File: src/inc/operand_addr_defs.svh
// constants for the operand addressing block of the 8-bit core
// assumes the core fetches opcode and operands and pre-decodes the opcode
// Overview of operation
// - Source immediate takes operand 1 as the value, writes A, F, SP or X per opcode, length two.
// - An immediate AND aimed at the flags combines the byte with the flags and stores it there.
// - Source direct reads the byte at operand 1, writes A or X, length two.
// - Arithmetic in source direct or indexed uses the named A or X as first operand.
// - Source indexed reads at operand 1 plus X, writes A or X, length two.
// - Destination direct writes the byte at operand 1 from A or X, length two.
// - Arithmetic with a direct destination first reads that location as its first operand.
// - A store from A into memory leaves A unchanged.
// - Destination indexed writes at operand 1 plus X from A, reading it first for arithmetic.
// - Destination indexed takes only A as the register source, never X.
// - Destination direct with immediate writes at operand 1 the operand 2 value, length three.
// - Destination indexed with immediate writes at operand 1 plus X, length three.
// - Direct to direct copies the RAM byte at operand 2 to RAM at operand 1, length three.
// - Direct to direct is accepted for the move only and refused otherwise.
// - Source indirect reads a pointer at operand 1 and loads its target into A, length two.
// - Source indirect increments the stored pointer and exists only on the indirect move.
`ifndef OPERAND_ADDR_DEFS_SVH
`define OPERAND_ADDR_DEFS_SVH

// ****************************************
// widths and values
// ****************************************
`define OA_LEN_TWO      2'h2
`define OA_LEN_THREE    2'h3
`define OA_LEN_NONE     2'h0
`define OA_BYTE_ZERO    8'h00
`define OA_FLAGS_RESET  8'h02
`define OA_PTR_STEP     8'h01
`define OA_FLAG_CARRY   2
`define OA_SPACE_RAM    1'b0
`define OA_SPACE_REG    1'b1

`endif

File: src/inc/operand_addr_pkg.sv
// types for the operand addressing block
// assumes the opcode pre-decoder drives these codes
package operand_addr_pkg;

  // ****************************************
  // addressing modes
  // ****************************************
  typedef enum logic [3:0] {
    MODE_SRC_IMM,
    MODE_SRC_DIR,
    MODE_SRC_IDX,
    MODE_DST_DIR,
    MODE_DST_IDX,
    MODE_DST_DIR_IMM,
    MODE_DST_IDX_IMM,
    MODE_DIR_DIR,
    MODE_SRC_IND_INC
  } addr_mode_e;

  // ****************************************
  // operations
  // ****************************************
  typedef enum logic [2:0] {
    OP_MOV,
    OP_ADD,
    OP_ADC,
    OP_SUB,
    OP_AND,
    OP_OR,
    OP_XOR,
    OP_INDIRECT_MOVE_INSTR
  } alu_op_e;

  typedef enum logic [1:0] {
    SEL_A,
    SEL_X,
    SEL_F,
    SEL_SP
  } reg_sel_e;

endpackage

File: src/logic/operand_alu.sv
// byte alu used by the operand addressing sequencer
// assumes combinational use; flag updates are done elsewhere
`timescale 1ns/1ps
`include "operand_addr_defs.svh"
module operand_alu (
  // operation
  input  wire operand_addr_pkg::alu_op_e op_i,
  input  wire logic                      carry_i,
  // operands
  input  wire logic [7:0]                a_i,
  input  wire logic [7:0]                b_i,
  // result
  output logic      [7:0]                result_o
);
  import operand_addr_pkg::*;

  always_comb begin
    unique case (op_i)
      OP_ADD:  result_o = a_i + b_i;
      OP_ADC:  result_o = a_i + b_i + {7'h00, carry_i};
      OP_SUB:  result_o = a_i - b_i;
      OP_AND:  result_o = a_i & b_i;
      OP_OR:   result_o = a_i | b_i;
      OP_XOR:  result_o = a_i ^ b_i;
      // moves pass the source straight through
      default: result_o = b_i;
    endcase
  end
endmodule

File: src/logic/operand_addressing.sv
// operand addressing sequencer: forms addresses, reads, computes, writes back
// assumes synchronous-read RAM and register space, data valid one cycle after rd
`timescale 1ns/1ps
`include "operand_addr_defs.svh"
module operand_addressing (
  // clock and reset
  input  wire logic                        clk_i,
  input  wire logic                        reset_n_i,
  // decoded instruction
  input  wire logic                        start_i,
  input  wire operand_addr_pkg::addr_mode_e mode_i,
  input  wire operand_addr_pkg::alu_op_e   op_i,
  input  wire operand_addr_pkg::reg_sel_e  reg_sel_i,
  input  wire logic                        space_i,
  input  wire logic [7:0]                  op1_i,
  input  wire logic [7:0]                  op2_i,
  // ram port
  output logic      [7:0]                  ram_addr_o,
  output logic                             ram_rd_o,
  output logic                             ram_wr_o,
  output logic      [7:0]                  ram_wdata_o,
  input  wire logic [7:0]                  ram_rdata_i,
  // register space port
  output logic      [7:0]                  reg_addr_o,
  output logic                             reg_rd_o,
  output logic                             reg_wr_o,
  output logic      [7:0]                  reg_wdata_o,
  input  wire logic [7:0]                  reg_rdata_i,
  // core registers
  output logic      [7:0]                  a_o,
  output logic      [7:0]                  x_o,
  output logic      [7:0]                  f_o,
  output logic      [7:0]                  sp_o,
  // status
  output logic                             busy_o,
  output logic                             done_o,
  output logic                             illegal_o,
  output logic      [1:0]                  length_o
);
  import operand_addr_pkg::*;

  // ****************************************
  // state
  // ****************************************
  typedef enum logic [2:0] {
    ST_IDLE,
    ST_RD1,
    ST_USE1,
    ST_RD2,
    ST_USE2,
    ST_WR
  } seq_state_e;

  seq_state_e state_reg, state_next;
  addr_mode_e mode_reg, mode_next;
  alu_op_e    op_reg, op_next;
  reg_sel_e   sel_reg, sel_next;
  logic       space_reg, space_next;
  logic [7:0] op1_reg, op1_next;
  logic [7:0] op2_reg, op2_next;
  logic [7:0] ea_reg, ea_next;
  logic [7:0] a_reg, a_next, x_reg, x_next, f_reg, f_next, sp_reg, sp_next;
  logic [7:0] mem_addr_reg, mem_addr_next, wdata_reg, wdata_next;
  logic       rd_next, wr_next, bus_space_reg, bus_space_next;
  logic       ram_rd_reg, ram_rd_next, ram_wr_reg, ram_wr_next;
  logic       reg_rd_reg, reg_rd_next, reg_wr_reg, reg_wr_next;
  logic       busy_reg, busy_next, done_reg, done_next, illegal_reg, illegal_next;
  logic [1:0] length_reg, length_next;

  // ****************************************
  // decode helpers
  // ****************************************
  logic       arith;
  logic       bad;
  logic       need_read;
  logic [7:0] fetched;
  logic [7:0] cur_reg;
  logic [7:0] alu_a, alu_b, alu_res;

  assign arith   = (op_reg != OP_MOV) && (op_reg != OP_INDIRECT_MOVE_INSTR);
  // separate spaces, chosen by the access space
  assign fetched = (bus_space_reg == `OA_SPACE_REG) ? reg_rdata_i : ram_rdata_i;

  // move only; indirect move only
  // only immediate sources may aim at the flags or stack pointer
  assign bad = (mode_i == MODE_DIR_DIR && op_i != OP_MOV)
               || ((mode_i == MODE_SRC_IND_INC) != (op_i == OP_INDIRECT_MOVE_INSTR))
               || (mode_i != MODE_SRC_IMM && (reg_sel_i == SEL_F || reg_sel_i == SEL_SP));

  always_comb begin
    unique case (mode_i)
      MODE_SRC_DIR, MODE_SRC_IDX, MODE_DIR_DIR, MODE_SRC_IND_INC: need_read = 1'b1;
      MODE_DST_DIR, MODE_DST_IDX, MODE_DST_DIR_IMM, MODE_DST_IDX_IMM:
        need_read = (op_i != OP_MOV);
      default: need_read = 1'b0;
    endcase
  end

  always_comb begin
    unique case (sel_reg)
      SEL_A:  cur_reg = a_reg;
      SEL_X:  cur_reg = x_reg;
      SEL_F:  cur_reg = f_reg;
      SEL_SP: cur_reg = sp_reg;
    endcase
  end

  // ****************************************
  // alu operand routing
  // ****************************************
  always_comb begin
    alu_a = cur_reg;
    alu_b = op1_reg;
    unique case (mode_reg)
      MODE_SRC_IMM: begin
        alu_b = op1_reg;
      end
      MODE_SRC_DIR, MODE_SRC_IDX: begin
        alu_b = fetched;
      end
      MODE_DST_DIR: begin
        alu_a = fetched;
        alu_b = cur_reg;
      end
      MODE_DST_IDX: begin
        alu_a = fetched;
        alu_b = a_reg;
      end
      MODE_DST_DIR_IMM, MODE_DST_IDX_IMM: begin
        alu_a = fetched;
        alu_b = op2_reg;
      end
      default: begin
        alu_a = cur_reg;
        alu_b = fetched;
      end
    endcase
  end

  operand_alu operand_alu_inst (
    .op_i     (op_reg),
    .carry_i  (f_reg[`OA_FLAG_CARRY]),
    .a_i      (alu_a),
    .b_i      (alu_b),
    .result_o (alu_res)
  );

  // ****************************************
  // sequencer next state
  // ****************************************
  always_comb begin
    state_next     = state_reg;
    mode_next      = mode_reg;
    op_next        = op_reg;
    sel_next       = sel_reg;
    space_next     = space_reg;
    op1_next       = op1_reg;
    op2_next       = op2_reg;
    ea_next        = ea_reg;
    a_next         = a_reg;
    x_next         = x_reg;
    f_next         = f_reg;
    sp_next        = sp_reg;
    mem_addr_next  = mem_addr_reg;
    wdata_next     = wdata_reg;
    bus_space_next = bus_space_reg;
    rd_next        = 1'b0;
    wr_next        = 1'b0;
    done_next      = 1'b0;
    illegal_next   = illegal_reg;
    length_next    = length_reg;
    unique case (state_reg)
      ST_IDLE: begin
        if (start_i) begin
          mode_next    = mode_i;
          op_next      = op_i;
          sel_next     = reg_sel_i;
          space_next   = space_i;
          op1_next     = op1_i;
          op2_next     = op2_i;
          illegal_next = bad;
          if (mode_i == MODE_SRC_IDX || mode_i == MODE_DST_IDX
              || mode_i == MODE_DST_IDX_IMM) begin
            ea_next = op1_i + x_reg;
          end else begin
            ea_next = op1_i;
          end
          if (mode_i == MODE_DST_DIR_IMM || mode_i == MODE_DST_IDX_IMM
              || mode_i == MODE_DIR_DIR) begin
            length_next = `OA_LEN_THREE;
          end else begin
            length_next = `OA_LEN_TWO;
          end
          if (bad) begin
            length_next = `OA_LEN_NONE;
            done_next   = 1'b1;
          end else if (need_read) begin
            rd_next    = 1'b1;
            state_next = ST_RD1;
            bus_space_next = space_i;
            mem_addr_next  = ea_next;
            if (mode_i == MODE_DIR_DIR) begin
              bus_space_next = `OA_SPACE_RAM;
              mem_addr_next  = op2_i;
            end
            if (mode_i == MODE_SRC_IND_INC) begin
              bus_space_next = `OA_SPACE_RAM;
            end
          end else begin
            state_next = ST_USE1;
          end
        end
      end
      ST_RD1: begin
        state_next = ST_USE1;
      end
      ST_USE1: begin
        unique case (mode_reg)
          MODE_SRC_IMM, MODE_SRC_DIR, MODE_SRC_IDX: begin
            unique case (sel_reg)
              SEL_A:  a_next  = alu_res;
              SEL_X:  x_next  = alu_res;
              SEL_F:  f_next  = alu_res;
              SEL_SP: sp_next = alu_res;
            endcase
            done_next  = 1'b1;
            state_next = ST_IDLE;
          end
          MODE_SRC_IND_INC: begin
            op2_next      = fetched;
            mem_addr_next = fetched;
            rd_next       = 1'b1;
            state_next    = ST_RD2;
          end
          default: begin
            bus_space_next = (mode_reg == MODE_DIR_DIR) ? `OA_SPACE_RAM : space_reg;
            mem_addr_next  = ea_reg;
            if (mode_reg == MODE_DIR_DIR) begin
              wdata_next = fetched;
            end else begin
              wdata_next = arith ? alu_res : alu_b;
            end
            wr_next    = 1'b1;
            state_next = ST_WR;
          end
        endcase
      end
      ST_RD2: begin
        state_next = ST_USE2;
      end
      ST_USE2: begin
        a_next        = ram_rdata_i;
        mem_addr_next = op1_reg;
        wdata_next    = op2_reg + `OA_PTR_STEP;
        wr_next       = 1'b1;
        state_next    = ST_WR;
      end
      ST_WR: begin
        done_next  = 1'b1;
        state_next = ST_IDLE;
      end
      default: begin
        state_next = ST_IDLE;
      end
    endcase
    busy_next = (state_next != ST_IDLE);
    // strobes split per space so a register access never touches ram
    ram_rd_next = rd_next & (bus_space_next == `OA_SPACE_RAM);
    ram_wr_next = wr_next & (bus_space_next == `OA_SPACE_RAM);
    reg_rd_next = rd_next & (bus_space_next == `OA_SPACE_REG);
    reg_wr_next = wr_next & (bus_space_next == `OA_SPACE_REG);
  end

  // ****************************************
  // registers
  // ****************************************
  always_ff @(posedge clk_i or negedge reset_n_i) begin
    if (!reset_n_i) begin
      state_reg     <= ST_IDLE;
      mode_reg      <= MODE_SRC_IMM;
      op_reg        <= OP_MOV;
      sel_reg       <= SEL_A;
      space_reg     <= `OA_SPACE_RAM;
      op1_reg       <= `OA_BYTE_ZERO;
      op2_reg       <= `OA_BYTE_ZERO;
      ea_reg        <= `OA_BYTE_ZERO;
      a_reg         <= `OA_BYTE_ZERO;
      x_reg         <= `OA_BYTE_ZERO;
      f_reg         <= `OA_FLAGS_RESET;
      sp_reg        <= `OA_BYTE_ZERO;
      mem_addr_reg  <= `OA_BYTE_ZERO;
      wdata_reg     <= `OA_BYTE_ZERO;
      bus_space_reg <= `OA_SPACE_RAM;
      ram_rd_reg    <= 1'b0;
      ram_wr_reg    <= 1'b0;
      reg_rd_reg    <= 1'b0;
      reg_wr_reg    <= 1'b0;
      busy_reg      <= 1'b0;
      done_reg      <= 1'b0;
      illegal_reg   <= 1'b0;
      length_reg    <= `OA_LEN_NONE;
    end else begin
      state_reg     <= state_next;
      mode_reg      <= mode_next;
      op_reg        <= op_next;
      sel_reg       <= sel_next;
      space_reg     <= space_next;
      op1_reg       <= op1_next;
      op2_reg       <= op2_next;
      ea_reg        <= ea_next;
      a_reg         <= a_next;
      x_reg         <= x_next;
      f_reg         <= f_next;
      sp_reg        <= sp_next;
      mem_addr_reg  <= mem_addr_next;
      wdata_reg     <= wdata_next;
      bus_space_reg <= bus_space_next;
      ram_rd_reg    <= ram_rd_next;
      ram_wr_reg    <= ram_wr_next;
      reg_rd_reg    <= reg_rd_next;
      reg_wr_reg    <= reg_wr_next;
      busy_reg      <= busy_next;
      done_reg      <= done_next;
      illegal_reg   <= illegal_next;
      length_reg    <= length_next;
    end
  end

  // ****************************************
  // outputs
  // ****************************************
  // distinct spaces
  assign ram_addr_o  = mem_addr_reg;
  assign ram_wdata_o = wdata_reg;
  assign ram_rd_o    = ram_rd_reg;
  assign ram_wr_o    = ram_wr_reg;
  assign reg_addr_o  = mem_addr_reg;
  assign reg_wdata_o = wdata_reg;
  assign reg_rd_o    = reg_rd_reg;
  assign reg_wr_o    = reg_wr_reg;
  assign a_o         = a_reg;
  assign x_o         = x_reg;
  assign f_o         = f_reg;
  assign sp_o        = sp_reg;
  assign busy_o      = busy_reg;
  assign done_o      = done_reg;
  assign illegal_o   = illegal_reg;
  assign length_o    = length_reg;
endmodule

File: config.mk
export PLATFORM = sky130hd
export DESIGN_NAME = operand_addressing
export DESIGN_NICKNAME = d
export VERILOG_FILES = /design/src/inc/operand_addr_pkg.sv /design/src/logic/operand_alu.sv /design/src/logic/operand_addressing.sv
export VERILOG_INCLUDE_DIRS = /design/src /design/src/inc
export SDC_FILE = /design/constraint.sdc
export NUM_CORES = 1
export LEC_CHECK = 0
export ABC_AREA = 1
export BUFFER_PORTS_ARGS = -buffer_cell sky130_fd_sc_hd__buf_2
export CAP_MARGIN = 20
export CORE_ASPECT_RATIO = 1.75
export CORE_MARGIN = 2
export CORE_UTILIZATION = 45
export DETAILED_ROUTE_END_ITERATION = 6
export PLACE_DENSITY = 0.67
export SLEW_MARGIN = 20
export SYNTH_ARGS = -nofsm -noshare
export SYNTH_HDL_FRONTEND = slang
export SYNTH_SLANG_ARGS = --single-unit
File: constraint.sdc
create_clock -name clk_i -period 4.15 [get_ports clk_i]
set_input_delay 0.415 -clock clk_i [delete_from_list [all_inputs] [get_ports clk_i]]
set_output_delay 0.415 -clock clk_i [all_outputs]
set_load 0.03 [all_outputs]
# Word level (Yosys, flattened, before mapping)

Cells that the tools add are included.

Flip-flop bits (word level): 95
Logic and storage cells: 162
Output and inout port bits: 73

Bitwise gates (word level): 8
Equality and inequality tests: 43
Reductions and logical operators: 34
Add/subtract/negate cells: 5
Mux-type cells: 49

Operator list:

| kind                                                                   | count |
|---|---|
| 8-bit two-way mux                                                      | 14 |
| 8-bit one-hot mux with 2 select lines                                  | 4 |
| 8-bit one-hot mux with 4 select lines                                  | 2 |
| 8-bit one-hot mux with 6 select lines                                  | 1 |
| 4-bit by 3-bit equality test with 1-bit output (second input constant) | 8 |
| 8-bit one-hot mux with 3 select lines                                  | 1 |
| 3-bit equality test (second input constant)                            | 6 |
| 8-bit adder                                                            | 2 |
| 4-bit by 2-bit equality test with 1-bit output (second input constant) | 4 |
| 1-bit two-way mux                                                      | 16 |
| 4-bit OR reduction                                                     | 4 |
| 3-bit one-hot mux with 5 select lines                                  | 1 |
| 3-bit AND reduction                                                    | 5 |
| 2-bit inequality test (second input constant)                          | 7 |
| 3-bit by 2-bit equality test with 1-bit output (second input constant) | 4 |
| 3-bit nonzero test                                                     | 4 |
| 8-bit by 1-bit adder with 8-bit output                                 | 1 |
| 8-bit by 1-bit adder with 8-bit output (second input constant)         | 1 |
| 8-bit bitwise AND                                                      | 1 |
| 2-bit equality test (second input constant)                            | 4 |
| 4-bit by 1-bit equality test with 1-bit output (second input constant) | 2 |
| 4-bit equality test (second input constant)                            | 2 |
| 8-bit bitwise OR                                                       | 1 |
| 1-bit one-hot mux with 2 select lines                                  | 4 |
| 24 further kinds                                                       | 40 |

# Logic depth before layout (Yosys ltp)

Gate-level depths: netlist (run 1).

Depth in word-level cells: 10
Depth in mapped cells: 27

# Cells and area by module

A second synthesis (run 1) with hierarchy kept.

Cells, all modules: 1101
Area, all modules: 7425.9 µm²

By module, submodules not included:

| module             | instances | area each (µm²) | cells an instance |
|---|---|---|---|
| operand_addressing | 1         | 5943.2          | 842 |
| operand_alu        | 1         | 1482.7          | 259 |

# Worst setup path before layout (run 1)

No wires, ideal clock.

Kind: flip-flop to flip-flop
From: register mode_reg[0]
To: register wdata_reg[6], in the netlist ram_wdata_o[6]
Data required time: 4.073 ns
Period minus slack after synthesis: 3.194 ns
Buffers on the path: 1
Path slack: 0.956 ns
Arrival: 3.117 ns
Library setup time: 0.077 ns
Stages on the path, launching flop included: 25
Cell sequence: dfrtp_1 > nor2_4 > nand2_2 > inv_4 > nor2_4 > buf_6 > inv_4 > nand4_1 > o21bai_2 > nand2_1 > inv_1 > fa_1 > ha_1 > inv_1 > nor2_1 > nand3_1 > nor2_1 > nand2_1 > nand2_1 > nand3_1 > nand2_1 > nand2_4 > nand2_1 > nand2_1 > a21oi_1

Cells in the longest elaborated chain, start to end: 10

RTL lines:

| item                                                                                                                    | RTL line                             | source |
|---|---|---|
| start, declared                                                                                                         | operand_addressing.sv:55             | `addr_mode_e mode_reg, mode_next;` |
| start signal, assigned                                                                                                  | operand_addressing.sv:304            | `mode_reg <= mode_next;` |
| 4-bit by 3-bit equality test with 1-bit output / 4-bit by 2-bit equality test with 1-bit output (equally long branches) | operand_addressing.sv:114            | `unique case (mode_reg)` |
| 2-bit OR reduction / 4-bit OR reduction (equally long branches)                                                         | -                                    |  |
| 8-bit one-hot mux with 4 select lines / 8-bit two-way mux (equally long branches)                                       | operand_addressing.sv:114            |  |
| 8-bit adder                                                                                                             | operand_alu.sv:19, operand_alu.sv:20 |  |
| 8-bit by 1-bit adder with 8-bit output                                                                                  | operand_alu.sv:20                    | `OP_ADC: result_o = a_i + b_i + {7'h00, carry_i};` |
| 8-bit one-hot mux with 6 select lines                                                                                   | operand_alu.sv:18                    | `unique case (op_i)` |
| 8-bit two-way mux                                                                                                       | operand_addressing.sv:241            | `wdata_next = arith ? alu_res : alu_b;` |
| 8-bit two-way mux                                                                                                       | operand_addressing.sv:238            | `if (mode_reg == MODE_DIR_DIR) begin` |
| 8-bit two-way mux                                                                                                       | operand_addressing.sv:218            | `unique case (mode_reg)` |
| 8-bit one-hot mux with 2 select lines                                                                                   | operand_addressing.sv:172            | `unique case (state_reg)` |
| end signal, assigned                                                                                                    | operand_addressing.sv:292            | `` wdata_reg <= `OA_BYTE_ZERO; `` |
| end signal, assigned                                                                                                    | operand_addressing.sv:316            | `wdata_reg <= wdata_next;` |
| end, declared                                                                                                           | operand_addressing.sv:63             | `logic [7:0] mem_addr_reg, mem_addr_next, wdata_reg, wdata_next;` |

Several ways; a longest one is shown, not always the timed one. The select of a mux whose other input is x is not followed.
A chain may end at the register's enable or synchronous reset.

# Worst setup path in the final report (run 1)

From: register mode_reg[1]
To: register wdata_reg[5], in the netlist ram_wdata_o[5]

The elaborated chain is that of the path after synthesis.

==> results of run 1 <==
cell usage in the layout (no fill, tap or decap), drive strengths merged, types with 7 or more instances in the layout:
cell and instances:
a21oi 51, a31oi 7, buf 134, clkbuf 10, dfrtp 94, ha 33
inv 130, nand2 275, nand3 65, nand4 14, nor2 103, nor3 15
o211ai 13, o21ai 114, o22ai 13, or2 11
how the worst min path moves through the flow:
stage	slack, ns	depth (start not counted)	end	from
final	0.14	1	op_reg[2]	reset_n_i
after global routing	0.20	1	op_reg[2]	reset_n_i
after CTS	0.18	1	ea_reg[1]	reset_n_i
after detailed placement	0.46	2	ea_reg[7]	ea_reg[7]
after global placement	0.46	2	ea_reg[2]	ea_reg[2]
after floorplan	0.12	0	a_o[0]	reset_n_i
through the flow:
stage               setup slack, ns  area, um2  utilization, %
finish                       0.2603       8234           52.12
global route                0.02926       8234           52.12
CTS                         0.01506       8198           51.89
detailed placement          0.05076       7868           49.80
global placement            0.08527       7868           49.80
floorplan                    0.9558       7227               -
critical path: stages (launching register included):
cell and delay [ns]:
dfrtp_1 0.45, nand2_4 0.15, clkinv_2 0.08, nand2_4 0.11, nand2_4 0.12, nor2_4 0.28, nand2_1 0.09, nand2_1 0.13
inv_2 0.06, ha_1 0.26, fa_1 0.51, nand2_1 0.12, nand2_1 0.10, nor2_1 0.15, nand3_1 0.16, nor2_2 0.20
o21ai_0 0.12, o21ai_2 0.18, nand2_1 0.22, nand2_1 0.13, nand2_1 0.05, a21oi_1 0.12
metal layers:
layer  track usage, %  routed length [um]
met1            31.12                9245
met2            54.52               13170
met3            3.616                1027
met4            21.26                1943
met5                0                   0
final cells by class:
| cell class | count | area share, % |
|---|---|---|
| Multi-Input combinational cell | 761 | 49.46 |
| Sequential cell | 95 | 28.89 |
| Timing Repair Buffer | 134 | 8.692 |
| Inverter | 131 | 6.078 |
| Clock buffer | 10 | 2.902 |
| Tap cell | 189 | 2.872 |
| Clock inverter | 6 | 1.109 |
kinds of logic after synthesis:
kind of cell	count (synthesis)	synth area share (%)
mux	1	0.1385
simple gates	493	30.75
fa+ha+maj	36	6.544
compound gates	225	18.01
flops	95	32.91
buf+inv	177	10.92
xor+xnor	6	0.7271
repair_timing:
item	4_1_cts	5_1_grt
endpoints found under the setup margin	0	26
setup buffers	0	3
gates resized for setup	0	6
==> metrics, run 1 <==
port bufs roughly 120; Synth Flop Type dfrtp_1; max-slew headroom at the worst pin 36.97%; Min Clock Period, post-route between 3 and 4 ns; antenna-violating nets left 0; result of the run completed; Die X between 90 and 100 um; total area of sequential cells between 2000 and 2500 um2; Worst Setup EP ram_wdata_o[5]; # placed instances ~1,300; area of combinational cells with multiple inputs 4073 um2; average wire per cell in the routed design around 19 um; unrepaired setup endpoints after global routing false; clock tree from TritonCTS done; DP HPWL between 20,000 and 25,000 um; area of the die about 17,000 um2; async set-or-reset flop fraction in the synthesized netlist 100.0%; initial antenna violation count 0; cell type contributing the most total cell area after synthesis dfrtp_1; number of cells traversed by the worst register-to-register path 21; path type of the worst setup path register to register; placer's final routability congestion estimate 0.9675; 1st-pass router iterations 5; highest attainable clock frequency approximately 0.26 GHz; effective utilization at floorplan about 46%; first-pass GRT wire length between 30,000 and 40,000 um; share of layout cells above drive strength 1 roughly 20%; number of fill cells 1,601; total of hold buffers inserted after clock tree synthesis 0; nature of the critical path startpoint register; share of the yosys chip area belonging to registers between 30% and 40%; slack of the worst reg-to-reg path 0.26 ns; final non-filler cell total between 1,000 and 1,500; area fraction of the dominant cell type after synthesis 32.55%; R2R Path Start mode_reg[1]; sum of negative setup slack 0 ns; endpoint type of the worst setup path register; clock latency on the worst-skew pair ~0.36 ns; r2r endpoint ram_wdata_o[5]; Warnings, synthesis 0; final routed DRC violation total 0; worst-case clock buffer depth 2; final hold slack around 0.14 ns; peak fanout along the critical path 11; most used standard cell by instance count after synthesis nand2_1; average instance area after synthesis between 6 and 7 um2; top area cells in the synthesized netlist dfrtp_1 33%, nand2_1 13%, o21ai_0 6.4%, inv_1 5.8%, ha_1 5.7%; share of the cycle needed by the critical path after routing 93.73%; Synth Register Bits 95; standard cell core area 15,800 um2; Fin Clk Skew roughly 0.012 ns; number of buffers created by CTS 9; number of maximum-capacitance constraint violations 0; number of enable-type register cells in the synthesized netlist 0; post-synthesis cell area around 7200 um2; synthesized instance count around 1,000; total setup violations reported at the end of the flow 0; number of ports placed on the die boundary approximately 120; number of global-route vias before repair 7,006; final number of hold-violating endpoints 0; Area Growth Syn to Fin 13.94%; clock transition time at the flip-flop clock pins of the worst setup and hold paths around 0.070 ns; clock sink total 95; startpoint of the worst setup timing path mode_reg[1]; number of max-slew violations in the final report 0; global route overflow 0; number of cell rows a little over 60; vertical die dimension 171.6 um; synthesized net count ~1,100; GR Util All Layers between 20% and 30%; slew of the pin with the lowest slew margin ~0.94 ns; cell at the root of the clock tree clkbuf_16; final-stage net count between 1,000 and 1,500; Netlist cell types 57; antenna cells 0; worst min path class input port to asynchronous set/reset pin; vias per cell between 5 and 6; required time at the worst-slack endpoint ~4.4 ns; maximum number of pins on one net before global-route repair 62; total length of routed wires about 25,000 um; htree depth 3; DRC marker count from the first detailed-route iteration roughly 570; critical path data arrival time roughly 4.2 ns; Via Count 7,367; top post-synthesis cells by count 258 x nand2_1, 111 x inv_1, 94 x dfrtp_1, 93 x o21ai_0, 84 x nor2_1
Power of run 1 is not shown: default switching activity piles up to over one toggle a cycle in this logic, so the estimate is an artifact.
==> run 2, diff against run 1 <==
--- a/config.mk
+++ b/config.mk
@@ -14,2 +14,3 @@
 export CORE_UTILIZATION = 45
+export CTS_BUF_LIST = sky130_fd_sc_hd__clkbuf_8
 export DETAILED_ROUTE_END_ITERATION = 6
==> constraint.sdc (replaced) <==
create_clock -name clk_i -period 4.15 [get_ports clk_i]
set_input_delay 0 -clock clk_i [delete_from_list [all_inputs] [get_ports clk_i]]
set_output_delay 0 -clock clk_i [all_outputs]
set_load 0.03 [all_outputs]
==> run 2 against run 1 <==
Against the previous run: sequential cell count unchanged; cell area increased by 2.4%; register-to-register slack improved by 0.03 ns; non-clock buffer count increased by 35; critical path type unchanged.
==> metrics, run 2 (synthesis gave the netlist of run 1 again) <==
share of layout cells above drive strength 1 19.20% (-1.0 points); vias per cell 5.527 (-0.52%); path type of the worst setup path register to register; antenna-violating nets left 0 (unchanged); area of the die 17,130 um2 (unchanged); maximum number of pins on one net before global-route repair 62 (unchanged); result of the run completed; most frequent cells in the layout 258 x nand2_1, 116 x buf_2, 113 x inv_1; final-stage net count 1,248 (+2.9%); required time at the worst-slack endpoint 4.41 ns (-0.02 ns); vertical die dimension 171.6 um (unchanged); number of global-route vias before repair 7,382 (+5.4%); cell at the root of the clock tree clkbuf_8; standard cell core area 15,800 um2 (unchanged); total setup violations reported at the end of the flow 0 (unchanged); clock transition time at the flip-flop clock pins of the worst setup and hold paths 0.11 ns (+0.04 ns); unrepaired setup endpoints after global routing false; worst min path class input port to register; endpoint type of the worst setup path register; number of ports placed on the die boundary 118 (unchanged); cell seen most often among critical-path stages nand2_1; highest attainable clock frequency 0.2594 GHz (+0.89%); final number of hold-violating endpoints 0 (unchanged); worst stage delay on the critical path 0.56 ns (+0.05 ns); number of cell rows 61 (unchanged); slew of the pin with the lowest slew margin 0.8190 ns (-0.1165 ns); Area Growth Syn to Fin 16.64%; average wire per cell in the routed design 19.18 um (+0.21%); Min Clock Period, post-route 3.855 ns (-0.03435 ns); port bufs 117 (unchanged); critical path data arrival time 4.11 ns (-0.06 ns); nature of the critical path startpoint register; top routing layer used met4; worst-case clock buffer depth 2 (unchanged); number of maximum-capacitance constraint violations 0 (unchanged); number of max-slew violations in the final report 0 (unchanged); Die X 99.80 um (unchanged); DP HPWL 20,830 um (+2.3%); cells along the critical path nand2_4 > clkinv_2 > nand2_4 > nand2_2 > nor2_4 > nand2_1 > nand2_1 > inv_2 > ha_1 > fa_1 > ha_1 > inv_1 > nor2_1 > nor3_1 > nor4_1 > nand2_1 > nor2_1 > o22ai_1; GR Util All Layers 31.24% (+1.4 points); sum of negative setup slack 0 ns (unchanged); clock sink total 95 (unchanged); Via Count 7,522 (+2.1%); 1st-pass router iterations 5 (unchanged); htree depth 3 (unchanged); clock latency on the worst-skew pair 0.39 ns (+0.03 ns); commonest non-fill, non-tap cell in the layout nand2_1; M1 WL 9246 um (about the same); global route overflow 0 (unchanged); clock tree from TritonCTS done; Fin Clk Skew 0.01739 ns (+0.005340 ns); met2 routed WL 13,710 um (+4.1%); number of buffers created by CTS 9 (unchanged); first-pass GRT wire length 40,280 um (+5.7%); antenna cells 0 (unchanged); crit path max-delay cell type fa_1; placer's final routability congestion estimate 0.9692 (+0.18%); DRC marker count from the first detailed-route iteration 454 (-20%); share of the cycle needed by the critical path after routing 92.90% (-0.83 points); final routed DRC violation total 0 (unchanged); total length of routed wires 26,110 um (+2.9%); effective utilization at floorplan 45.74% (unchanged); initial antenna violation count 0 (unchanged); max-slew headroom at the worst pin 45.40% (+8.4 points); peak fanout along the critical path 11 (unchanged); met3 wirelength from detailed routing 1060 um (+3.2%)
[run 2: changes by cell type in the layout (fill, tap and decap cells not counted), sizes merged]
cell / change
clkinv: +1
dlygate4sd3: +35
inv: +1
clkbuf: -1
bufinv: -1
[run 2: critical path: cells and delay by family (launching register included)]
| family | cells | cell delay (ns) |
|---|---|---|
| AOI/OAI and AO/OA | 1 | 0.07 |
| adders and majority gates | 3 | 0.99 |
| buffers and inverters | 3 | 0.17 |
| DFF | 1 | 0.46 |
| and+or+nand+nor | 11 | 2.01 |
[run 2: final timing paths]
| check | startpoint | endpoint | slack, ns | cells past startpoint |
|---|---|---|---|---|
| setup / recovery | mode_reg[1] | a_o[2] | 0.29 | 18 |
| hold / removal | ram_rdata_i[7] | a_o[7] | 0.06 | 5 |
| setup reg to reg | mode_reg[1] | a_o[2] | 0.29 | 18 |
| hold reg to reg | ea_reg[5] | ea_reg[5] | 0.49 | 2 |
| max in group asynchronous | reset_n_i | f_o[1] | 2.97 | 3 |
| min in group asynchronous | reset_n_i | op_reg[1] | 0.22 | 2 |
[run 2: per-layer routing]
metal	GRT usage [%]	vias to the layer above
met4	24.30	0
met3	3.088	92
met5	0	-
li1	-	3651
met2	56.49	260
met1	32.57	3519
[run 2: repair_timing]
action | CTS | global route
hold buffers | 35 | 0
hold endpoints to repair | 97 | 0
buffers inserted | 0 | 3
resized for setup | 0 | 2
endpoints found under the setup margin | 0 | 7
[run 2: through the flow]
step / std cells / setup WS (ns) / instance area (um2) / utilization, % / hold slack, ns
after floorplan: 1033 / 0.9558 / 7227 / - / -0.2956
after global placement: 1307 / 0.3524 / 7868 / 49.80 / 0.1349
after detailed placement: 1307 / 0.2811 / 7868 / 49.80 / 0.1290
after CTS: 1358 / 0.2666 / 8407 / 53.21 / 0.03730
after global routing: 1361 / 0.003161 / 8429 / 53.35 / 0.09184
final: 1361 / 0.2947 / 8429 / 53.35 / 0.05750
[run 2: final cells by class]
type | instances | area, um2
Timing Repair Buffer | 169 | 1066
Clock inverter | 7 | 65.06
Inverter | 131 | 500.5
Multi-Input combinational cell | 761 | 4059
Fill cell | 1607 | 7370
Clock buffer | 9 | 123.9
Sequential cell | 95 | 2379
Tap cell | 189 | 236.5
Power of run 2 is left out for the same reason.
==> run 3, diff against run 2 <==
- SYNTH_HIERARCHICAL: unset -> 1
==> run 3 against run 2 <==
Against the previous run: hold slack got worse by 0.028 ns; wire length rose by 0.64%; via count rose by 3.6%; area after synthesis rose by 2.8%; non-clock buffer count fell by 8; sequential cell count did not move; setup slack improved by 0.014 ns; sequential share of layout area fell by 0.62 points; register-to-register slack barely moved; global-route usage fell by 1.1 points; cell area rose by 2.3%; largest cell class unchanged; highest routed layer unchanged.
==> metrics, run 3 <==
result of the run completed; post-synthesis cell area 7426 um2 (+2.8%); total setup violations reported at the end of the flow 0 (unchanged); global route overflow 0 (unchanged); worst-case clock buffer depth 2 (unchanged); area of the die 17,590 um2 (+2.7%); Via Count 7,792 (+3.6%); r2r endpoint ram_wdata_o[6]; GR Util All Layers 30.18% (-1.1 points); top post-synthesis cells by count 294 x nand2_1, 134 x inv_1, 121 x o21ai_0, 94 x dfrtp_1, 83 x nor2_1; DRC marker count from the first detailed-route iteration 697 (+54%); Netlist cell types 44 (-23%); number of ports placed on the die boundary 118 (unchanged); number of buffers created by CTS 9 (unchanged); number of fill cells 1,695 (+5.5%); final-stage net count 1,310 (+5.0%); vertical die dimension 173.9 um (+1.3%); 1st-pass router iterations 7 (+2); clock transition time at the flip-flop clock pins of the worst setup and hold paths 0.10 ns (about the same); path type of the worst setup path register to register; htree depth 3 (unchanged); synthesized instance count 1,101 (+6.6%); initial antenna violation count 0 (unchanged); number of cell rows 62 (+1.6%); Synth Flop Type dfrtp_1; total length of routed wires 26,280 um (+0.64%); commonest non-fill, non-tap cell in the layout nand2_1; DP HPWL 20,810 um (-0.11%); final number of hold-violating endpoints 0 (unchanged); number of global-route vias before repair 7,500 (+1.6%); number of max-slew violations in the final report 0 (unchanged); synthesized net count 1,183 (+6.2%); port bufs 117 (unchanged); R2R Path Start sel_reg[0]; cell type contributing the most total cell area after synthesis dfrtp_1; max-slew headroom at the worst pin 48.25% (+2.8 points); number of enable-type register cells in the synthesized netlist 0 (unchanged); Hold Crit Depth 5 (unchanged); number of cells traversed by the worst register-to-register path 25 (+7); Fin Clk Skew 0.01239 ns (-0.005006 ns); Placed Area 8049 um2 (+2.3%); effective utilization at floorplan 45.58% (-0.16 points); async set-or-reset flop fraction in the synthesized netlist 100.0% (unchanged); Synth Register Bits 95 (unchanged); share of the cycle needed by the critical path after routing 92.57% (-0.33 points); first-pass GRT wire length 40,220 um (-0.14%); antenna-violating nets left 0 (unchanged); clock sink total 95 (unchanged); endpoint type of the worst setup path register; top area cells in the synthesized netlist dfrtp_1 32%, nand2_1 15%, o21ai_0 8.2%, inv_1 6.8%, ha_1 5.7%; startpoint of the worst hold path ram_rdata_i[5]; share of the yosys chip area belonging to registers 32.03% (-0.88 points); peak fanout along the critical path 9 (-2); antenna cells 0 (unchanged); nature of the critical path startpoint register; Post-Layout Inst Area 8620 um2 (+2.3%); slew of the pin with the lowest slew margin 0.7763 ns (-0.04273 ns); clock tree from TritonCTS done; number of maximum-capacitance constraint violations 0 (unchanged); Area Growth Syn to Fin 16.07%; maximum number of pins on one net before global-route repair 58 (-6.5%); average wire per cell in the routed design 18.44 um (-3.9%); required time at the worst-slack endpoint 4.48 ns (+0.07 ns); Min Clock Period, post-route 3.842 ns (-0.01369 ns); Warnings, synthesis 6 (+6); most used standard cell by instance count after synthesis nand2_1; worst min path class input port to register; worst-case hold path end point a_o[5]; critical path data arrival time 4.18 ns (+0.07 ns); highest attainable clock frequency 0.2603 GHz (+0.36%); slack of the worst reg-to-reg path 0.31 ns (about the same); clock latency on the worst-skew pair 0.39 ns (about the same); final routed DRC violation total 0 (unchanged); standard cell core area 16,290 um2 (+3.1%); placer's final routability congestion estimate 0.9812 (+1.2%); cell at the root of the clock tree clkbuf_8; most frequent cells in the layout 292 x nand2_1, 134 x inv_1, 120 x o21ai_0; vias per cell 5.468 (-1.1%); Die X 101.1 um (+1.3%); share of layout cells above drive strength 1 17.44% (-1.8 points); area fraction of the dominant cell type after synthesis 31.68% (-0.87 points); average instance area after synthesis 6.745 um2 (-3.6%)
==> run 3: layer usage <==
| metal | routed length, um | vias up | global-route usage (%) |
|---|---|---|---|
| met5 | 0 | - | 0 |
| met4 | 1907 | 0 | 19.99 |
| met3 | 833 | 86 | 2.654 |
| met2 | 14020 | 261 | 53.86 |
| met1 | 9518 | 3623 | 32.99 |
| li1 | - | 3822 | - |
==> run 3: logic make-up (layout without fill, tap and decap cells) <==
family,count (synthesis),in the layout,synth area share (%)
adder cells (fa/ha/maj),37,37,6.538
AO/OA/AOI/OAI,245,245,17.94
AND/OR/NAND/NOR,523,523,31.26
XOR/XNOR,8,8,0.9436
flip-flops,95,95,32.03
buffers and inverters,193,325,11.29
==> run 3: final cells by class <==
type / count / area, um2 / share of cell area [%]
Multi-Input combinational cell: 813 / 4233 / 49.11
Sequential cell: 95 / 2379 / 27.59
Clock inverter: 7 / 78.83 / 0.9145
Tap cell: 192 / 240.2 / 2.787
Inverter: 148 / 561.8 / 6.518
Timing Repair Buffer: 161 / 1003 / 11.64
Clock buffer: 9 / 123.9 / 1.437
==> run 3: timing repair <==
item	4_1_cts	5_1_grt
resized for setup	0	9
hold buffers	34	0
setup endpoints to repair	0	11
setup buffers	0	0
endpoints found under the hold margin	88	0
==> run 3: critical path, stage by stage, from the launching register on <==
cell,delay (ns)
dfrtp_1,0.44
nand2_1,0.14
clkinvlp_4,0.19
nand2_1,0.10
nand3_1,0.11
o211ai_1,0.11
nand3_1,0.11
nor2_2,0.14
inv_1,0.11
ha_1,0.28
fa_1,0.55
ha_1,0.15
inv_1,0.06
nor2_2,0.14
nand3_2,0.13
nor2_2,0.12
nand2_1,0.06
nand2_1,0.05
nand3_1,0.08
a21oi_1,0.14
inv_1,0.17
a21oi_1,0.18
nand2_1,0.08
nand2_1,0.06
nand2_1,0.05
nand2_1,0.04
==> run 3: stage by stage <==
step	worst slack (ns)	instances	hold slack (ns)	TNS [ns]	utilization, %
final	0.3083	1425	0.02917	0	52.91
after global routing	-0.008554	1425	0.02744	-0.01640	52.91
after CTS	0.08931	1425	0.01988	0	52.74
after detailed placement	0.1340	1375	0.1143	0	49.41
after global placement	0.1490	1375	0.1078	0	49.41
after floorplan	0.9579	1101	-0.2956	0	-
==> run 3: how the worst max path moves through the flow <==
stage | from | end | slack [ns]
after global placement | sel_reg[0] | ram_wdata_o[6] | 0.15
final | sel_reg[0] | ram_wdata_o[6] | 0.31
after global routing | sel_reg[0] | ram_wdata_o[5] | -0.009
after CTS | sel_reg[1] | ram_wdata_o[6] | 0.09
after detailed placement | sel_reg[0] | ram_wdata_o[6] | 0.13
after floorplan | mode_reg[3] | ram_wdata_o[6] | 0.96
Power of run 3 is left out for the same reason.
